**src/design/cci_consts.vh**
```
// Offsets, field positions, reset values and timing of the comparator block
`ifndef CCI_CONSTS_VH
`define CCI_CONSTS_VH

// ****************************************************************
// Register byte offsets
// ****************************************************************
`define CCI_OFF_CTRL1 5'h00
`define CCI_OFF_CTRL2 5'h04
`define CCI_OFF_AUX 5'h08
`define CCI_OFF_FLAG 5'h0C
`define CCI_OFF_IEN 5'h10
`define CCI_OFF_ICTL 5'h14
`define CCI_OFF_PORT 5'h18

// ****************************************************************
// Comparator control fields
// ****************************************************************
`define CCI_B_ON 7
`define CCI_B_OUT 6
`define CCI_B_OE 5
`define CCI_B_POL 4
`define CCI_B_REF 2
`define CCI_B_CH_HI 1
`define CCI_B_CH_LO 0

// ****************************************************************
// Auxiliary control fields
// ****************************************************************
`define CCI_B_MIR1 7
`define CCI_B_MIR2 6
`define CCI_B_RSEL1 5
`define CCI_B_RSEL2 4
`define CCI_B_GSS 1
`define CCI_B_SYNC 0

// ****************************************************************
// Interrupt and port fields
// ****************************************************************
`define CCI_B_GIE 7
`define CCI_B_PERIPHERAL_INT_ENABLE 6
`define CCI_B_DIR1 0
`define CCI_B_DIR2 1
`define CCI_B_LAT1 4
`define CCI_B_LAT2 5

// ****************************************************************
// Reset values and timing
// ****************************************************************
`define CCI_RST_CTRL 8'h00
`define CCI_RST_AUX 8'h02
`define CCI_RST_FLAG 2'h0
`define CCI_RST_IEN 2'h0
`define CCI_RST_ICTL 2'h0
`define CCI_RST_DIR 2'h3
`define CCI_RST_LAT 2'h0
`define CCI_PHASES 4

`endif

```
**src/design/cci_sync.v**
```verilog
// Three-stage synchroniser that accepts a level once stages two and three agree
module cci_sync (
    input wire clk,
    input wire resetn,
    input wire ce,
    input wire async_in,
    output reg sync_q
);

reg s1_q;
reg s2_q;
reg s3_q;

// ****************************************************************
// Stages
// ****************************************************************
always @(posedge clk) begin
    if (!resetn) begin
        s1_q <= 1'b0;
        s2_q <= 1'b0;
        s3_q <= 1'b0;
        sync_q <= 1'b0;
    end else if (ce) begin
        s1_q <= async_in;
        s2_q <= s1_q;
        s3_q <= s2_q;
        if (s2_q == s3_q) begin
            sync_q <= s3_q;
        end
    end
end

endmodule // cci_sync

```
**src/design/cci_channel.v**
```verilog
// One comparator channel: polarity, instruction-cycle latch and mismatch edge
module cci_channel (
    input wire clk,
    input wire resetn,
    input wire ce,
    input wire phase,
    input wire core_in,
    input wire enable,
    input wire invert,
    input wire capture,
    output reg live_q,
    output reg result_q,
    output wire mismatch_rise
);

reg capt_q;
reg mm_q;
wire mismatch;

// Capture latch against the instruction-cycle latch
assign mismatch = capt_q ^ result_q;
assign mismatch_rise = mismatch & ~mm_q;

// ****************************************************************
// Latches
// ****************************************************************
always @(posedge clk) begin
    if (!resetn) begin
        live_q <= 1'b0;
        result_q <= 1'b0;
        capt_q <= 1'b0;
        mm_q <= 1'b0;
    end else if (ce) begin
        live_q <= enable & (core_in ^ invert);
        if (phase) begin
            result_q <= live_q;
        end
        if (capture) begin
            capt_q <= result_q;
        end
        mm_q <= mismatch;
    end
end

endmodule // cci_channel

```
**src/design/cci_top.v**
```verilog
// Control, status and change interrupt logic of two analog comparators
//
// Notes on behaviour
// - Comparator works only while enabled
// - Two-bit field picks inverting input pin
// - Reference bit picks non-inverting source
// - Result readable in control and aux registers
// - Pin shows result when enabled and output
// - Output enable overrides port latch, direction bit kept
// - Internal result latched each instruction cycle
// - Polarity bit inverts the comparison result
// - Control read captures first mismatch latch
// - Second latch on phase one, xor
// - Mismatch holds until read or return
// - Control write also clears mismatch
// - Interrupts independent of output enable
// - Flag set on mismatch rising edge
// - Software clears flag by 0, sets by 1
// - Request needs all three enables set
// - Only second comparator feeds timer gate
// - Reference one internal, zero input pin
// - Codes 00 to 11 pick pins 0-3
// - Aux register read leaves latches alone
// - Reset returns registers, comparators off
`include "cci_consts.vh"

module cci_top #(
    parameter PHASES = `CCI_PHASES
) (
    input wire clk,
    input wire resetn,
    input wire ce,
    input wire [4:0] avs_address,
    input wire avs_read,
    input wire avs_write,
    input wire [31:0] avs_writedata,
    input wire [3:0] avs_byteenable,
    output wire [31:0] avs_readdata,
    output wire avs_waitrequest,
    input wire cmp1_core,
    input wire cmp2_core,
    output wire cmp1_enable,
    output wire cmp2_enable,
    output wire [1:0] cmp1_inv_sel,
    output wire [1:0] cmp2_inv_sel,
    output wire cmp1_ref_sel,
    output wire cmp2_ref_sel,
    output wire cmp1_vref_src,
    output wire cmp2_vref_src,
    output wire cmp1_pin_out,
    output wire cmp1_pin_oe_n,
    output wire cmp2_pin_out,
    output wire cmp2_pin_oe_n,
    output wire timer_gate_cmp,
    output wire timer_gate_sel,
    output wire timer_sync_en,
    output wire int_request
);

// ****************************************************************
// Helpers
// ****************************************************************
function hit;
    input [4:0] addr;
    input [4:0] off;
    begin
        hit = (addr == off);
    end
endfunction

function [7:0] ctrl_word;
    input [7:0] ctl;
    input res;
    begin
        ctrl_word = {ctl[`CCI_B_ON], res, ctl[`CCI_B_OE], ctl[`CCI_B_POL],
            1'b0, ctl[`CCI_B_REF], ctl[`CCI_B_CH_HI:`CCI_B_CH_LO]};
    end
endfunction

// ****************************************************************
// Declarations
// ****************************************************************
reg [7:0] ctrl1_q;
reg [7:0] ctrl2_q;
reg [5:0] aux_q;
reg [1:0] flag_q;
reg [1:0] ien_q;
reg [1:0] ictl_q;
reg [1:0] dir_q;
reg [1:0] lat_q;
reg wait_q;
reg [31:0] rdata_q;
reg [7:0] ph_q;
reg pin1_q;
reg pin1_oe_n_q;
reg pin2_q;
reg pin2_oe_n_q;
reg gate_q;
reg irq_q;
reg [7:0] rd_mux;
reg [1:0] flag_d;
wire [7:0] rst_aux;
wire phase;
wire acc;
wire wr_acc;
wire cap1;
wire cap2;
wire sync1;
wire sync2;
wire live1;
wire live2;
wire res1;
wire res2;
wire rise1;
wire rise2;
wire [7:0] wd;

assign wd = avs_writedata[7:0];
assign rst_aux = `CCI_RST_AUX;
assign phase = (ph_q == 8'h00);

// Completing edge of a bus access
assign acc = (avs_read | avs_write) & ~wait_q;
assign wr_acc = acc & avs_write & avs_byteenable[0];

// Any access to a control register reads it first
assign cap1 = acc & hit(avs_address, `CCI_OFF_CTRL1);
assign cap2 = acc & hit(avs_address, `CCI_OFF_CTRL2);

// ****************************************************************
// Instruction-cycle phase counter
// ****************************************************************
always @(posedge clk) begin
    if (!resetn) begin
        ph_q <= 8'h00;
    end else if (ce) begin
        if (ph_q == PHASES[7:0] - 8'h01) begin
            ph_q <= 8'h00;
        end else begin
            ph_q <= ph_q + 8'h01;
        end
    end
end

// ****************************************************************
// Comparator channels
// ****************************************************************
cci_sync u_sync1 (
    .clk(clk),
    .resetn(resetn),
    .ce(ce),
    .async_in(cmp1_core),
    .sync_q(sync1)
);

cci_sync u_sync2 (
    .clk(clk),
    .resetn(resetn),
    .ce(ce),
    .async_in(cmp2_core),
    .sync_q(sync2)
);

cci_channel u_ch1 (
    .clk(clk),
    .resetn(resetn),
    .ce(ce),
    .phase(phase),
    .core_in(sync1),
    .enable(ctrl1_q[`CCI_B_ON]),
    .invert(ctrl1_q[`CCI_B_POL]),
    .capture(cap1),
    .live_q(live1),
    .result_q(res1),
    .mismatch_rise(rise1)
);

cci_channel u_ch2 (
    .clk(clk),
    .resetn(resetn),
    .ce(ce),
    .phase(phase),
    .core_in(sync2),
    .enable(ctrl2_q[`CCI_B_ON]),
    .invert(ctrl2_q[`CCI_B_POL]),
    .capture(cap2),
    .live_q(live2),
    .result_q(res2),
    .mismatch_rise(rise2)
);

// ****************************************************************
// Bus handshake
// ****************************************************************
always @(posedge clk) begin
    if (!resetn) begin
        wait_q <= 1'b1;
        rdata_q <= 32'h0000_0000;
    end else if (ce) begin
        if (!wait_q) begin
            wait_q <= 1'b1;
        end else if (avs_read | avs_write) begin
            wait_q <= 1'b0;
            if (avs_read) begin
                rdata_q <= {24'h00_0000, rd_mux};
            end
        end
    end
end

// ****************************************************************
// Read multiplexer
// ****************************************************************
always @* begin
    rd_mux = 8'h00;
    case (avs_address)
        `CCI_OFF_CTRL1: begin
            rd_mux = ctrl_word(ctrl1_q, res1);
        end
        `CCI_OFF_CTRL2: begin
            rd_mux = ctrl_word(ctrl2_q, res2);
        end
        `CCI_OFF_AUX: begin
            rd_mux = {res1, res2, aux_q};
        end
        `CCI_OFF_FLAG: begin
            rd_mux = {6'h00, flag_q};
        end
        `CCI_OFF_IEN: begin
            rd_mux = {6'h00, ien_q};
        end
        `CCI_OFF_ICTL: begin
            rd_mux = {ictl_q, 6'h00};
        end
        `CCI_OFF_PORT: begin
            rd_mux = {2'h0, lat_q, 2'h0, dir_q};
        end
        default: begin
            rd_mux = 8'h00;
        end
    endcase
end

// ****************************************************************
// Control registers
// ****************************************************************
always @(posedge clk) begin
    if (!resetn) begin
        ctrl1_q <= `CCI_RST_CTRL;
        ctrl2_q <= `CCI_RST_CTRL;
        aux_q <= rst_aux[5:0];
    end else if (ce && wr_acc) begin
        if (hit(avs_address, `CCI_OFF_CTRL1)) begin
            ctrl1_q <= wd & 8'hB7;
        end
        if (hit(avs_address, `CCI_OFF_CTRL2)) begin
            ctrl2_q <= wd & 8'hB7;
        end
        if (hit(avs_address, `CCI_OFF_AUX)) begin
            aux_q <= {wd[5:4], 2'h0, wd[1:0]};
        end
    end
end

// ****************************************************************
// Interrupt enables and port settings
// ****************************************************************
always @(posedge clk) begin
    if (!resetn) begin
        ien_q <= `CCI_RST_IEN;
        ictl_q <= `CCI_RST_ICTL;
        dir_q <= `CCI_RST_DIR;
        lat_q <= `CCI_RST_LAT;
    end else if (ce && wr_acc) begin
        if (hit(avs_address, `CCI_OFF_IEN)) begin
            ien_q <= wd[1:0];
        end
        if (hit(avs_address, `CCI_OFF_ICTL)) begin
            ictl_q <= {wd[`CCI_B_GIE], wd[`CCI_B_PERIPHERAL_INT_ENABLE]};
        end
        if (hit(avs_address, `CCI_OFF_PORT)) begin
            dir_q <= {wd[`CCI_B_DIR2], wd[`CCI_B_DIR1]};
            lat_q <= {wd[`CCI_B_LAT2], wd[`CCI_B_LAT1]};
        end
    end
end

// ****************************************************************
// Change flags
// ****************************************************************
always @* begin
    flag_d = flag_q;
    if (wr_acc && hit(avs_address, `CCI_OFF_FLAG)) begin
        flag_d = wd[1:0];
    end
    flag_d = flag_d | {rise2, rise1};
end

always @(posedge clk) begin
    if (!resetn) begin
        flag_q <= `CCI_RST_FLAG;
        irq_q <= 1'b0;
    end else if (ce) begin
        flag_q <= flag_d;
        irq_q <= (|(flag_q & ien_q)) & ictl_q[1] & ictl_q[0];
    end
end

// ****************************************************************
// Output pins and timer link
// ****************************************************************
always @(posedge clk) begin
    if (!resetn) begin
        pin1_q <= 1'b0;
        pin2_q <= 1'b0;
        pin1_oe_n_q <= 1'b1;
        pin2_oe_n_q <= 1'b1;
        gate_q <= 1'b0;
    end else if (ce) begin
        // Live result drives the pin, not the cycle latch
        if (ctrl1_q[`CCI_B_OE]) begin
            pin1_q <= live1;
        end else begin
            pin1_q <= lat_q[0];
        end
        if (ctrl2_q[`CCI_B_OE]) begin
            pin2_q <= live2;
        end else begin
            pin2_q <= lat_q[1];
        end
        pin1_oe_n_q <= dir_q[0];
        pin2_oe_n_q <= dir_q[1];
        gate_q <= live2;
    end
end

// ****************************************************************
// Outputs
// ****************************************************************
assign avs_readdata = rdata_q;
assign avs_waitrequest = wait_q;
assign cmp1_enable = ctrl1_q[`CCI_B_ON];
assign cmp2_enable = ctrl2_q[`CCI_B_ON];
assign cmp1_inv_sel = ctrl1_q[`CCI_B_CH_HI:`CCI_B_CH_LO];
assign cmp2_inv_sel = ctrl2_q[`CCI_B_CH_HI:`CCI_B_CH_LO];
assign cmp1_ref_sel = ctrl1_q[`CCI_B_REF];
assign cmp2_ref_sel = ctrl2_q[`CCI_B_REF];
assign cmp1_vref_src = aux_q[`CCI_B_RSEL1];
assign cmp2_vref_src = aux_q[`CCI_B_RSEL2];
assign cmp1_pin_out = pin1_q;
assign cmp1_pin_oe_n = pin1_oe_n_q;
assign cmp2_pin_out = pin2_q;
assign cmp2_pin_oe_n = pin2_oe_n_q;
assign timer_gate_cmp = gate_q;
assign timer_gate_sel = aux_q[`CCI_B_GSS];
assign timer_sync_en = aux_q[`CCI_B_SYNC];
assign int_request = irq_q;

endmodule // cci_top

```
**config.mk**
```make
export PLATFORM = sky130hd
export DESIGN_NAME = cci_top
export DESIGN_NICKNAME = d
export VERILOG_FILES = /design/src/design/cci_sync.v /design/src/design/cci_channel.v /design/src/design/cci_top.v
export VERILOG_INCLUDE_DIRS = /design/src /design/src/design
export SDC_FILE = /design/constraint.sdc
export NUM_CORES = 1
export LEC_CHECK = 0
export BUFFER_PORTS_ARGS = -buffer_cell sky130_fd_sc_hd__buf_2
export CAP_MARGIN = 15
export CORE_UTILIZATION = 25
export CTS_BUF_LIST = sky130_fd_sc_hd__clkbuf_16
export CTS_CLUSTER_DIAMETER = 120
export CTS_CLUSTER_SIZE = 12
export DETAILED_ROUTE_END_ITERATION = 8
export SETUP_SLACK_MARGIN = 0.5
export SLEW_MARGIN = 0
export SYNTH_ARGS = -nofsm -noshare
export SYNTH_HDL_FRONTEND = slang
export SYNTH_SLANG_ARGS = --single-unit
```
**constraint.sdc**
```tcl
create_clock -name clk -period 1.64 [get_ports clk]
set_input_delay 0.328 -clock clk [delete_from_list [all_inputs] [get_ports clk]]
set_output_delay 0.328 -clock clk [all_outputs]
set_load 0.02 [all_outputs]
```
**Yosys cells after proc, flatten, opt, wreduce, memory -nomap -nowiden**

Cells that the tools add are included.

- Bitwise operators: 21
- $add $sub $neg: 1
- Eq/ne operators: 9
- Muxes and demuxes: 7
- Reductions and logical operators: 17

Operator list:

| operator | count |
|---|---|
| 8-bit case mux with 7 select lines | 1 |
| 2-bit AND reduction | 11 |
| 5-bit equality test, second input constant | 3 |
| 1-bit AND | 11 |
| 5-bit by 4-bit equality test with 1-bit output, second input constant | 2 |
| 8-bit by 1-bit adder with 8-bit output, second input constant | 1 |
| 8-bit by 2-bit equality test with 1-bit output, second input constant | 1 |
| 8-bit zero test | 1 |
| 8-bit 2-to-1 mux | 1 |
| 5-bit by 3-bit equality test with 1-bit output, second input constant | 1 |
| 5-bit zero test | 1 |
| 1-bit 2-to-1 mux | 4 |
| 4-bit AND reduction | 1 |
| 1-bit bitwise XOR | 4 |
| 1-bit inverter | 3 |
| 2-bit AND | 1 |
| 1-bit equality test | 2 |
| 1-bit logical AND | 2 |
| 2-bit 2-to-1 mux | 1 |
| 2-bit OR | 1 |
| 2-bit OR reduction | 1 |
| 1-bit OR | 1 |

- Logic and storage cells: 88
- Bits in registers: 65
- Input port bits: 48
- Output and inout port bits: 51

**Longest topological paths before layout**

Gate-level depths: netlist of the first run.

- Depth in word-level cells: 7
- Mapped depth: 7
- Gate-level depth less buffers: 5

**Modules after synthesis**

From an unflattened synthesis of the first run, not the netlist that was laid out.

- Cells, all modules: 334
- Area total of the unflattened synthesis: 3123.0 um^2

By module, submodules not included:

| module | area an instance (um^2) | cells an instance | instances | seq. area each (um^2) |
|---|---|---|---|---|
| cci_top | 2452.4 | 268 | 1 | 960.9 |
| cci_channel | 176.4 | 19 | 2 | 80.1 |
| cci_sync | 158.9 | 14 | 2 | 80.1 |

**Worst setup path before layout of the first run**

Ideal clock, no wire load.

- Path type: flip-flop to flip-flop
- From: reg wait_q, in the netlist avs_waitrequest
- To: reg ctrl2_q[0]
- Period minus slack after synthesis: 1439 ps
- Arrival time: 1323 ps
- Setup slack: 201 ps
- Data required time: 1524 ps
- Stages on the path, launching flop included: 7
- Library setup time: 116 ps
- Path buffers: 2
- Cell sequence: dfxtp_1 > and4b_1 > buf_4 > and3_1 > buf_6 > mux2i_1 > nor2b_1

- Cells in the longest elaborated chain, start to end: 6

Ends and longest elaborated chain:

| element | line | source |
|---|---|---|
| start, declared | cci_top.v:91 | `reg wait_q;` |
| start signal, assigned | cci_top.v:197 | `wait_q <= 1'b1;` |
| start signal, assigned | cci_top.v:201 | `wait_q <= 1'b1;` |
| start signal, assigned | cci_top.v:203 | `wait_q <= 1'b0;` |
| 1-bit inverter | cci_top.v:123 | `assign acc = (avs_read \| avs_write) & ~wait_q;` |
| 1-bit AND | cci_top.v:123 |  |
| 1-bit AND (2 in series) | cci_top.v:124 | `assign wr_acc = acc & avs_write & avs_byteenable[0];` |
| 1-bit logical AND | cci_top.v:252 | `end else if (ce && wr_acc) begin` |
| 2-bit AND reduction (no line) | n/a |  |
| end signal, assigned | cci_top.v:250 | `` ctrl2_q <= `CCI_RST_CTRL; `` |
| end signal, assigned | cci_top.v:257 | `ctrl2_q <= wd & 8'hB7;` |
| end, declared | cci_top.v:84 | `reg [7:0] ctrl2_q;` |

No other way between the ends.
A chain may end at the register's enable or synchronous reset.

**Final worst setup path of the first run**

- From: reg wait_q, in the netlist avs_waitrequest
- To: out avs_waitrequest

RTL lines:

| element | line | source |
|---|---|---|
| end, declared | cci_top.v:39 | `output wire avs_waitrequest,` |

No word-level cell between the ends.

==> impl_metrics.py, run 1 <==
metrics = {
    "yosys": {
        "synth_seq_cells": 64,
        "syn_avg_cell_area_um2": 9.38,
        "syn_inst": 338,
        "ys_seq_area_frac": 0.404,
        "ys.flop_type": "dfxtp_1",
        "yosys.cell_types.count": 46,
        "syn_area_um2": 3170,
        "yosysWarningCount": 0,
        "synth-edff-count": 0,
        "async_reset_ff_frac": 0,
    },
    "layout": {
        "syn_to_final_growth_pct": 33.9,
        "antenna_cells": 0,
        "final_nets": 444,
        "drive_gt1_frac": 0.354,
        "fill_cells": 1251,
    },
    "detailed_routing": {
        "drc": 0,
        "drt-initial-drc-count": 104,
        "antenna_left": 0,
        "viasPerCell": 4.41,
        "wl_per_cell_um": 13.9,
        "dr.pass1.iters": 4,
        "drt_wl_total_mm": 7.85,
        "vias": 2494,
    },
    "sta": {
        "finalCriticalPeriod_ns": 1.47,
        "setup_viol": 0,
        "hold_viol_final": 0,
        "skew_ns": 0.00689,
        "max_freq_ghz": 0.681,
        "fin_crit_sh": 0.896,
        "setup_ws_ns": 0.171,
        "slew_violations": 0,
        "rsz0062_at_grt": "true",
        "setup_tns_ns": 0,
    },
    "floorplan": {
        "rows": 40,
        "die_h_um": 115,
        "die_area_um2": 13100,
        "ioPinCount": 99,
        "start_util": 0.261,
        "core-area_um2": 12200,
        "die_x_um": 115,
    },
    "place": {
        "preCtsSetupSlack_ns": 0.0141,
        "dp_hpwl_mm": 5.58,
        "place_congestion": 0.791,
        "portBuffers": 45,
    },
    "clock_network": {
        "cts_max_level": 3,
        "clk_pin_slew_ns": 0.05,
        "root_buffer": "clkbuf_16",
        "postCtsHoldBufs": 0,
        "cts_sinks": 64,
        "cts_tree": "done",
        "cts_buffer_depth": 2,
        "clock_latency_ns": 0.33,
        "cts_buffers": 9,
    },
    "global_route": {
        "grt-busiest-layer": "met2",
        "grt_pass1_wl_mm": 12.5,
        "antenna_found_initial": 0,
        "grt_pass1_vias": 2455,
        "overflow": 0,
        "globalRouteMet1Util": 0.145,
        "track_usage": 0.127,
        "grt_util_met3": 0.0397,
        "grt_max_degree": 35,
        "grt_use_met2": 0.218,
    },
    "power": {
        "pwr_density_cell_nw_per_um2": 880,
        "power.leakage_nw": 1.76,
        "vdd_drop_max_mv": 0.575,
    },
    "setup_path": {
        "crit_path_start_kind": "flip-flop",
        "endpoint_kind": "primary output",
        "crit_type": "flip-flop to primary output",
        "required_ns": 1.31,
        "cp.arrival_ns": 1.14,
        "crit_fanout": 5,
    },
    "job": {
        "max_cap_viol_count": 0,
    },
    "worst_hold_path": {
        "min_path_type": "primary input to flip-flop",
    },
    "outcome": {
        "status": "complete, no violations",
    },
}
==> Yosys cell counts, drive strengths merged (3+ instances only) <==
master	n	area [um^2]
dfxtp	64	1280
mux2i	43	430
buf	41	290
nor2b	33	209
nand2	21	78.8
nor2	18	67.6
nand3	16	85.1
o21ai	11	55.1
nand4	10	62.6
a21boi	9	67.6
clkbuf	8	30.0
xor2	7	61.3
nor3b	6	45.0
and3	5	31.3
o2bb2ai	4	35.0
xnor2	4	35.0
a22oi	3	22.5
inv	3	11.3
nand3b	3	22.5
nor3	3	26.3
==> path summary, 6_finish.rpt <==
| kind | from | end | slack, ns | cells past startpoint |
|---|---|---|---|---|
| setup reg to reg | avs_waitrequest$_SDFFE_PN1P_ | ctrl2_q[7]$_SDFFE_PN0P_ | 0.18 | 5 |
| hold reg to reg | u_sync2.s3_q$_SDFFE_PN0P_ | u_sync2.sync_q$_SDFFE_PN0P_ | 0.47 | 2 |
| hold / removal | cmp2_core | u_sync2.s1_q$_SDFFE_PN0P_ | 0.26 | 3 |
| setup / recovery | avs_waitrequest$_SDFFE_PN1P_ | avs_waitrequest | 0.17 | 4 |
==> through the flow <==
| stage | hold WS [ns] | power (mW) | cell area [um^2] | util | instances |
|---|---|---|---|---|---|
| 2_1_floorplan | 0.443 | 1.88 | 3360 | - | 362 |
| 3_3_place_gp | 0.452 | 1.92 | 3560 | 0.292 | 540 |
| 3_5_place_dp | 0.457 | 1.92 | 3560 | 0.292 | 540 |
| 4_1_cts | 0.251 | 3.78 | 4160 | 0.342 | 563 |
| 5_1_grt | 0.294 | 3.89 | 4250 | 0.349 | 566 |
| 6_report | 0.263 | 3.74 | 4250 | 0.349 | 566 |
==> worst max-delay path: stages, from the launching register on <==
cell and delay (ns):
dfxtp_4 0.34, buf_4 0.12, buf_6 0.10, buf_6 0.12, buf_6 0.13
==> cells by family (layout without fill, tap and decap cells) <==
logic type / Yosys count / count (layout) / synth area share
buffers and inverters: 52 / 88 / 0.105
and+or+nand+nor: 124 / 124 / 0.221
muxes: 45 / 45 / 0.143
DFF: 64 / 64 / 0.404
AOI/OAI and AO/OA: 39 / 39 / 0.0884
adders and majority gates: 2 / 2 / 0.00789
xor gates and xnor gates: 11 / 11 / 0.0304
other: 1 / 25 / 0.00118
==> report_power, final <==
part	internal (mW)	total (mW)	switching [mW]
Sequential	1.57	1.59	0.0160
Clock	1.15	1.80	0.658
Combinational	0.130	0.342	0.212
Total	2.85	3.74	0.886
==> state kept, by name, indices dropped and copies added, names as in the netlist, 4 cells and up <==
signal        flops
aux_q             4
avs_readdata      7
ctrl1_q           6
ctrl2_q           6
ph_q              8
==> timing repair <==
item                                    4_1_cts  5_1_grt
pin swaps                                    20        6
endpoints found under the setup margin       70       63
gates resized for setup                      91       18
cloned                                        1        0
setup buffers                                 7        3
==> metal layers <==
metal | vias up | wire length [um]
met5 | - | 0
met4 | 0 | 152
met3 | 14 | 368
met2 | 63 | 3940
met1 | 1181 | 3390
li1 | 1236 | -
==> area by class of cell <==
type                    instances  area [um^2]  share of cell area
flip-flops and latches         64         1320               0.312
repair buffers                 70          608               0.143
multi-input cells             246         1810               0.427
clock inverters                 6         53.8              0.0127
clock buffers                   9          225              0.0531
well taps                     168          210              0.0495
inverters                       3         11.3             0.00265
==> layout by cell type (no fill, tap or decap), types with 3 or more instances in the layout <==
| cell | synthesis | routed |
|---|---|---|
| dfxtp_2 | 0 | 27 |
| a21boi_0 | 5 | 5 |
| nand3_1 | 15 | 13 |
| nand3b_1 | 3 | 3 |
| o21ai_1 | 1 | 4 |
| nor2b_1 | 32 | 31 |
| xor2_1 | 7 | 7 |
| conb_1 | 1 | 25 |
| dfxtp_1 | 64 | 35 |
| a21boi_1 | 4 | 4 |
| buf_6 | 1 | 28 |
| inv_1 | 3 | 5 |
| buf_2 | 7 | 19 |
| nand3_4 | 0 | 3 |
| buf_4 | 32 | 21 |
| nand2_1 | 21 | 20 |
| mux2i_1 | 43 | 43 |
| nand4_1 | 10 | 10 |
| a22oi_1 | 3 | 3 |
| nor2_1 | 18 | 15 |
| o21ai_0 | 10 | 4 |
| clkbuf_16 | 0 | 9 |
| nor3b_1 | 6 | 5 |
| xnor2_1 | 4 | 4 |
| nor2_2 | 0 | 3 |
(Power assumes the default switching activity.)
==> run 2: changes to the inputs <==
SYNTH_HIERARCHICAL = 1   (was not set)
==> run 2 against run 1 <==
  * Fmax up 4.8%
  * Via count increased by 4.3%
  * Non-clock buffer count rose by 22
  * Combinational power rose by 16%
  * Worst hold slack worse by 0.015 ns
  * Cell count rose by 4.8%
  * Area after synthesis down 1.5%
  * Worst setup slack better by 0.067 ns
  * Sequential share of layout area is 1.7 points lower
==> impl_metrics.py, run 2 <==
metrics = {
    "detailed_routing": {
        "drc": 0,
        "drt_wl_total_mm": 7.78,
        "dr.pass1.iters": 4,
        "antenna_left": 0,
        "viasPerCell": 4.39,
        "drt-initial-drc-count": 94,
        "vias": 2602,
        "wl_per_cell_um": 13.1,
    },
    "yosys": {
        "syn_inst": 334,
        "async_reset_ff_frac": 0,
        "synth-edff-count": 0,
        "synth_commonest_cells": "64 x dfxtp_1, 43 x mux2i_1, 42 x nor2_1",
        "synth_top_area_cell": "dfxtp_1",
        "synth.top_cell.area_share": 0.410,
        "syn_area_um2": 3120,
        "ys.flop_type": "dfxtp_1",
        "yosysWarningCount": 6,
        "syn_avg_cell_area_um2": 9.35,
        "synthTopCellsByArea": "dfxtp_1 41%, mux2i_1 14%, buf_4 7.0%",
        "yosysMostFrequentCell": "dfxtp_1",
        "synth_seq_cells": 64,
        "yosys.cell_types.count": 50,
        "ys_seq_area_frac": 0.410,
    },
    "floorplan": {
        "ioPinCount": 99,
        "rows": 40,
        "die_h_um": 114,
        "start_util": 0.258,
        "core-area_um2": 12100,
        "die_area_um2": 12900,
        "die_x_um": 114,
    },
    "setup_path": {
        "r2r-end": "ctrl2_q[0]$_SDFFE_PN0P_",
        "cp.arrival_ns": 1.61,
        "crit_path_start_kind": "flip-flop",
        "crit_cells": 6,
        "crit_type": "flip-flop to flip-flop",
        "timing.reg2reg.setup_slack_ns": 0.24,
        "endpoint_kind": "flip-flop",
        "reg2reg_from": "avs_waitrequest$_SDFFE_PN1P_",
        "worstSetupStartpoint": "avs_waitrequest$_SDFFE_PN1P_",
        "cp_slowest_stage_delay_ns": 0.33,
        "required_ns": 1.85,
        "crit_fanout": 5,
        "critPathTopFamily": "simple AND/OR/NAND/NOR gates",
        "critPathSlowestCell": "dfxtp_4",
        "crit_path_cell_trace": "nand4b_4 -> buf_8 -> nor3_4 -> buf_6 -> mux2i_1 -> nor2_1",
        "path_buf_inv": 2,
        "reg2reg_depth": 6,
        "endpoint": "ctrl2_q[0]$_SDFFE_PN0P_",
    },
    "global_route": {
        "overflow": 0,
        "track_usage": 0.126,
        "antenna_found_initial": 0,
        "grt_max_degree": 27,
        "grt_pass1_vias": 2437,
        "grt_pass1_wl_mm": 12.4,
    },
    "layout": {
        "antenna_cells": 0,
        "ff_latch_area_um2": 1330,
        "largest_reg_flops": 8,
        "fill_cells": 1226,
        "mostFrequentLayoutCells": "43 x mux2i_1, 40 x nor2_1, 40 x buf_6, 35 x dfxtp_1, 34 x buf_4",
        "syn_to_final_growth_pct": 44.7,
        "instances_no_fill": 593,
        "final_area_um2": 4520,
        "final_common_cell": "mux2i_1",
        "final_nets": 470,
        "utilization": 0.373,
        "drive_gt1_frac": 0.395,
        "multi_input_area_um2": 1850,
        "largest_register": "ph_q",
    },
    "sta": {
        "hold_viol_final": 0,
        "rsz0062_at_grt": "true",
        "holdWs_ns": 0.248,
        "setup_ws_ns": 0.238,
        "slew_violations": 0,
        "skew_ns": 0.00571,
        "setup_viol": 0,
        "finalCriticalPeriod_ns": 1.40,
        "fin_crit_sh": 0.855,
        "setup_tns_ns": 0,
        "max_freq_ghz": 0.713,
    },
    "clock_network": {
        "clock_latency_ns": 0.32,
        "root_buffer": "clkbuf_16",
        "clk_pin_slew_ns": 0.05,
        "cts_buffer_depth": 2,
        "cts_buffers": 9,
        "cts_max_level": 3,
        "cts_sinks": 64,
        "cts_tree": "done",
    },
    "place": {
        "place_inst": 559,
        "dp_hpwl_mm": 5.71,
        "portBuffers": 45,
        "preCtsSetupSlack_ns": -0.0881,
        "post_dp_cell_area_um2": 3750,
        "place_congestion": 0.802,
    },
    "outcome": {
        "status": "complete, no violations",
    },
    "power": {
        "vdd_drop_max_mv": 0.384,
        "power.leakage_nw": 1.83,
        "pwr_density_cell_nw_per_um2": 803,
        "power.total_mw": 3.63,
    },
    "worst_hold_path": {
        "min_path_type": "primary input to flip-flop",
    },
    "job": {
        "max_cap_viol_count": 0,
    },
}
[run 2: cell count changes in the layout (fill, tap and decap cells not counted), moves of 7 or more]
cell,before,now
nor2b_1,31,6
buf_4,21,34
nand3_1,13,4
nor2_1,15,40
nand4_1,10,3
a21oi_1,1,9
buf_6,28,40
[run 2: cell type report]
class                           instances  share of cell area
Clock buffer                            9              0.0498
Multi-Input combinational cell        246               0.409
Tap cell                              168              0.0465
Timing Repair Buffer                   92               0.187
Inverter                                7             0.00582
Clock inverter                          7             0.00692
Sequential cell                        64               0.294
[run 2: power by group]
| group | total, mW | leakage (nW) | internal, mW | switching (mW) |
|---|---|---|---|---|
| combinational | 0.398 | 1.17 | 0.164 | 0.234 |
| sequential | 1.58 | 0.530 | 1.57 | 0.0140 |
| clock | 1.65 | 0.130 | 0.991 | 0.657 |
[run 2: what timing repair did]
item	CTS	global route
endpoints found under the setup margin	70	69
gates resized for setup	86	39
cloned	0	0
hold endpoints to repair	0	0
hold buffers	0	0
pin swaps	11	23
setup buffers	12	6
[run 2: worst min-delay path by stage]
stage	from	end	slack, ns	cells after the start
2_1_floorplan	ce	u_ch1/mm_q$_SDFFE_PN0P_	0.42	1
3_3_place_gp	avs_readdata[2]$_SDFFE_PN0P_	avs_readdata[2]$_SDFFE_PN0P_	0.44	2
3_5_place_dp	avs_readdata[2]$_SDFFE_PN0P_	avs_readdata[2]$_SDFFE_PN0P_	0.44	2
4_1_cts	avs_address[3]	avs_readdata[2]$_SDFFE_PN0P_	0.25	2
5_1_grt	avs_address[3]	avs_readdata[2]$_SDFFE_PN0P_	0.24	2
6_report	avs_address[3]	avs_readdata[2]$_SDFFE_PN0P_	0.25	2
[run 2: logic make-up after synthesis]
family | Yosys count | synth area share
adders and majority gates | 2 | 0.00801
and+or+nand+nor | 115 | 0.199
buffers and inverters | 48 | 0.0938
AOI/OAI and AO/OA | 48 | 0.108
muxes | 45 | 0.149
other | 1 | 0.00120
DFF | 64 | 0.410
xor gates and xnor gates | 11 | 0.0309
[run 2: layer usage]
metal / share of wire / track usage / up-vias
li1: - / - / 1295
met1: 0.45 / 0.160 / 1236
met3: 0.053 / 0.0298 / 7
met2: 0.49 / 0.203 / 64
met4: 0.011 / 0.0526 / 0
met5: 0 / 0 / -
==> run 3: changes to the inputs <==
ABC_AREA = 1   (was not set)
GPL_TIMING_DRIVEN = 1   (was not set)
==> run 3 against run 2 <==
  * Fmax is 16% higher
  * Largest cell class unchanged
  * Synthesized cell count is 31% higher
  * Largest power group unchanged
  * Global-route usage is 0.49 points higher
  * Critical path type unchanged
==> impl_metrics.py, run 3 <==
metrics = {
    "clock_network": {
        "cts_buffers": 9,
        "cts_max_level": 3,
        "root_buffer": "clkbuf_16",
        "cts_sinks": 64,
        "clk_pin_slew_ns": 0.06,
        "cts_buffer_depth": 2,
        "cts_tree": "done",
        "clock_latency_ns": 0.34,
    },
    "detailed_routing": {
        "dr.pass1.iters": 4,
        "viasPerCell": 4.35,
        "drt-initial-drc-count": 112,
        "wl_per_cell_um": 12.1,
        "vias": 2986,
        "drc": 0,
        "drt_wl_total_mm": 8.27,
        "antenna_left": 0,
    },
    "global_route": {
        "grt_pass1_vias": 2813,
        "overflow": 0,
        "track_usage": 0.130,
        "grt-busiest-layer": "met2",
        "grt_util_met3": 0.0381,
        "antenna_found_initial": 0,
        "grt_use_met2": 0.214,
        "grt_max_degree": 47,
        "globalRouteMet1Util": 0.153,
        "grt_pass1_wl_mm": 13.2,
    },
    "floorplan": {
        "start_util": 0.259,
        "die_x_um": 114,
        "die_area_um2": 13000,
        "rows": 40,
        "ioPinCount": 99,
        "die_h_um": 114,
        "core-area_um2": 12200,
    },
    "setup_path": {
        "r2r-end": "ictl_q[1]$_SDFFE_PN0P_",
        "reg2reg_depth": 7,
        "endpoint_kind": "flip-flop",
        "crit_path_start_kind": "flip-flop",
        "timing.reg2reg.setup_slack_ns": 0.43,
        "cp.arrival_ns": 1.43,
        "reg2reg_from": "avs_waitrequest$_SDFFE_PN1P_",
        "worstSetupStartpoint": "avs_waitrequest$_SDFFE_PN1P_",
        "endpoint": "ictl_q[1]$_SDFFE_PN0P_",
        "crit_fanout": 7,
        "crit_type": "flip-flop to flip-flop",
        "required_ns": 1.87,
    },
    "layout": {
        "final_nets": 563,
        "antenna_cells": 0,
        "syn_to_final_growth_pct": 38.4,
        "final_common_cell": "nand2_1",
        "mostFrequentLayoutCells": "76 x nand2_1, 45 x nor2_1, 41 x inv_1, 37 x a21oi_1, 32 x dfxtp_1",
        "ff_latch_area_um2": 1330,
        "largest_reg_flops": 8,
        "fill_cells": 1258,
        "multi_input_area_um2": 1650,
        "drive_gt1_frac": 0.351,
        "largest_register": "ph_q",
    },
    "worst_hold_path": {
        "hold_start": "cmp2_core",
        "holdPathStages": 3,
        "min_path_type": "primary input to flip-flop",
    },
    "yosys": {
        "yosys.cell_types.count": 34,
        "synth_commonest_cells": "84 x nand2_1, 64 x dfxtp_1, 50 x nor2_1",
        "synth_seq_cells": 64,
        "yosysMostFrequentCell": "nand2_1",
        "synth_top_area_cell": "dfxtp_1",
        "synthTopCellsByArea": "dfxtp_1 41%, nand2_1 10%, buf_4 7.2%",
        "async_reset_ff_frac": 0,
        "yosysWarningCount": 6,
        "ys.flop_type": "dfxtp_1",
        "syn_avg_cell_area_um2": 7.22,
        "synth.top_cell.area_share": 0.407,
        "syn_area_um2": 3150,
        "ys_seq_area_frac": 0.407,
        "syn_inst": 436,
        "synth-edff-count": 0,
    },
    "place": {
        "dp_hpwl_mm": 5.87,
        "portBuffers": 45,
        "preCtsSetupSlack_ns": 0.129,
        "place_congestion": 0.805,
    },
    "sta": {
        "slew_violations": 0,
        "setup_ws_ns": 0.434,
        "setup_tns_ns": 0,
        "finalCriticalPeriod_ns": 1.21,
        "fin_crit_sh": 0.735,
        "hold_viol_final": 0,
        "skew_ns": 0.00775,
        "rsz0062_at_grt": "true",
        "setup_viol": 0,
        "max_freq_ghz": 0.829,
    },
    "power": {
        "combPwrFrac": 0.098,
        "switching_power_mw": 1.02,
        "power.total_mw": 3.93,
        "pwr_density_cell_nw_per_um2": 901,
        "power.leakage_nw": 1.92,
        "p_seq_frac": 0.415,
        "clkPwrFrac": 0.486,
        "vdd_drop_max_mv": 0.391,
        "sw_frac_of_total": 0.261,
        "internal_power_mw": 2.90,
    },
    "job": {
        "max_cap_viol_count": 0,
    },
    "outcome": {
        "status": "complete, no violations",
    },
}
-- run 3: cell types whose count changed in the layout (fill, tap and decap cells not counted), moves of 7 or more --
cell	before	now
nand2_2	2	9
inv_1	9	41
buf_6	40	30
o21ai_0	5	23
nand2_1	19	76
o211ai_1	0	7
o21ai_1	3	19
mux2i_1	43	0
inv_2	0	7
xnor2_1	8	0
nand3_1	4	12
a21oi_1	9	37
nand4_1	3	10
-- run 3: power by group through the flow --
stage	clock network [mW]	registers [mW]	logic, mW
after global routing	2.01	1.64	0.426
after floorplan	0	1.67	0.258
after detailed placement	0	1.66	0.328
final	1.91	1.63	0.386
after CTS	1.94	1.63	0.345
after global placement	0	1.66	0.322
-- run 3: worst min-delay path by stage --
| stage | endpoint | slack, ns |
|---|---|---|
| 2_1_floorplan | u_ch1/live_q$_SDFFE_PN0P_ | 0.42 |
| 3_3_place_gp | u_sync2/sync_q$_SDFFE_PN0P_ | 0.44 |
| 3_5_place_dp | u_sync1/sync_q$_SDFFE_PN0P_ | 0.46 |
| 4_1_cts | u_sync2/s1_q$_SDFFE_PN0P_ | 0.21 |
| 5_1_grt | u_sync2/s1_q$_SDFFE_PN0P_ | 0.23 |
| 6_report | u_sync2/s1_q$_SDFFE_PN0P_ | 0.21 |
-- run 3: cells by family (layout without fill, tap and decap cells) --
logic type	Yosys count	in the layout	synth area share
xor+xnor	2	2	0.00557
flops	64	64	0.407
buf+inv	89	147	0.149
other cells	1	25	0.00119
fa+ha+maj	2	2	0.00795
simple gates	178	178	0.258
compound gates	100	100	0.171
-- run 3: per-stage QoR --
step | instances | area, um^2 | utilization | hold WS (ns)
3_3_place_gp | 642 | 3500 | 0.288 | 0.437
3_5_place_dp | 642 | 3500 | 0.288 | 0.461
2_1_floorplan | 460 | 3280 | - | 0.421
4_1_cts | 672 | 4110 | 0.338 | 0.211
6_report | 686 | 4360 | 0.358 | 0.215
5_1_grt | 686 | 4360 | 0.358 | 0.231
-- run 3: final cells by class --
class / count / share of cell area
tap: 168 / 0.0482
timing repair buffer: 79 / 0.152
clock buffer: 9 / 0.0517
inverter: 52 / 0.0477
clock inverter: 7 / 0.0169
multi-input combinational: 307 / 0.379
sequential: 64 / 0.305
-- run 3: repair_timing --
action	CTS	global route
resized for setup	86	47
buffers inserted	14	14
hold buffers	0	0
endpoints found under the setup margin	60	58
pin swaps	10	15
-- run 3: critical path, stage by stage, from the launching register on --
cell	delay, ns
dfxtp_4	0.35
inv_4	0.06
nand3_4	0.10
nor2_8	0.19
buf_4	0.15
nand2_2	0.05
o21ai_0	0.14
nor2_1	0.05
-- run 3: metal layers --
| metal | share of wire | wire length [um] | vias to the layer above |
|---|---|---|---|
| met1 | 0.45 | 3740 | 1372 |
| met5 | 0 | 0 | - |
| met2 | 0.48 | 3990 | 79 |
| met4 | 0.017 | 138 | 0 |
| li1 | - | - | 1523 |
| met3 | 0.049 | 403 | 12 |
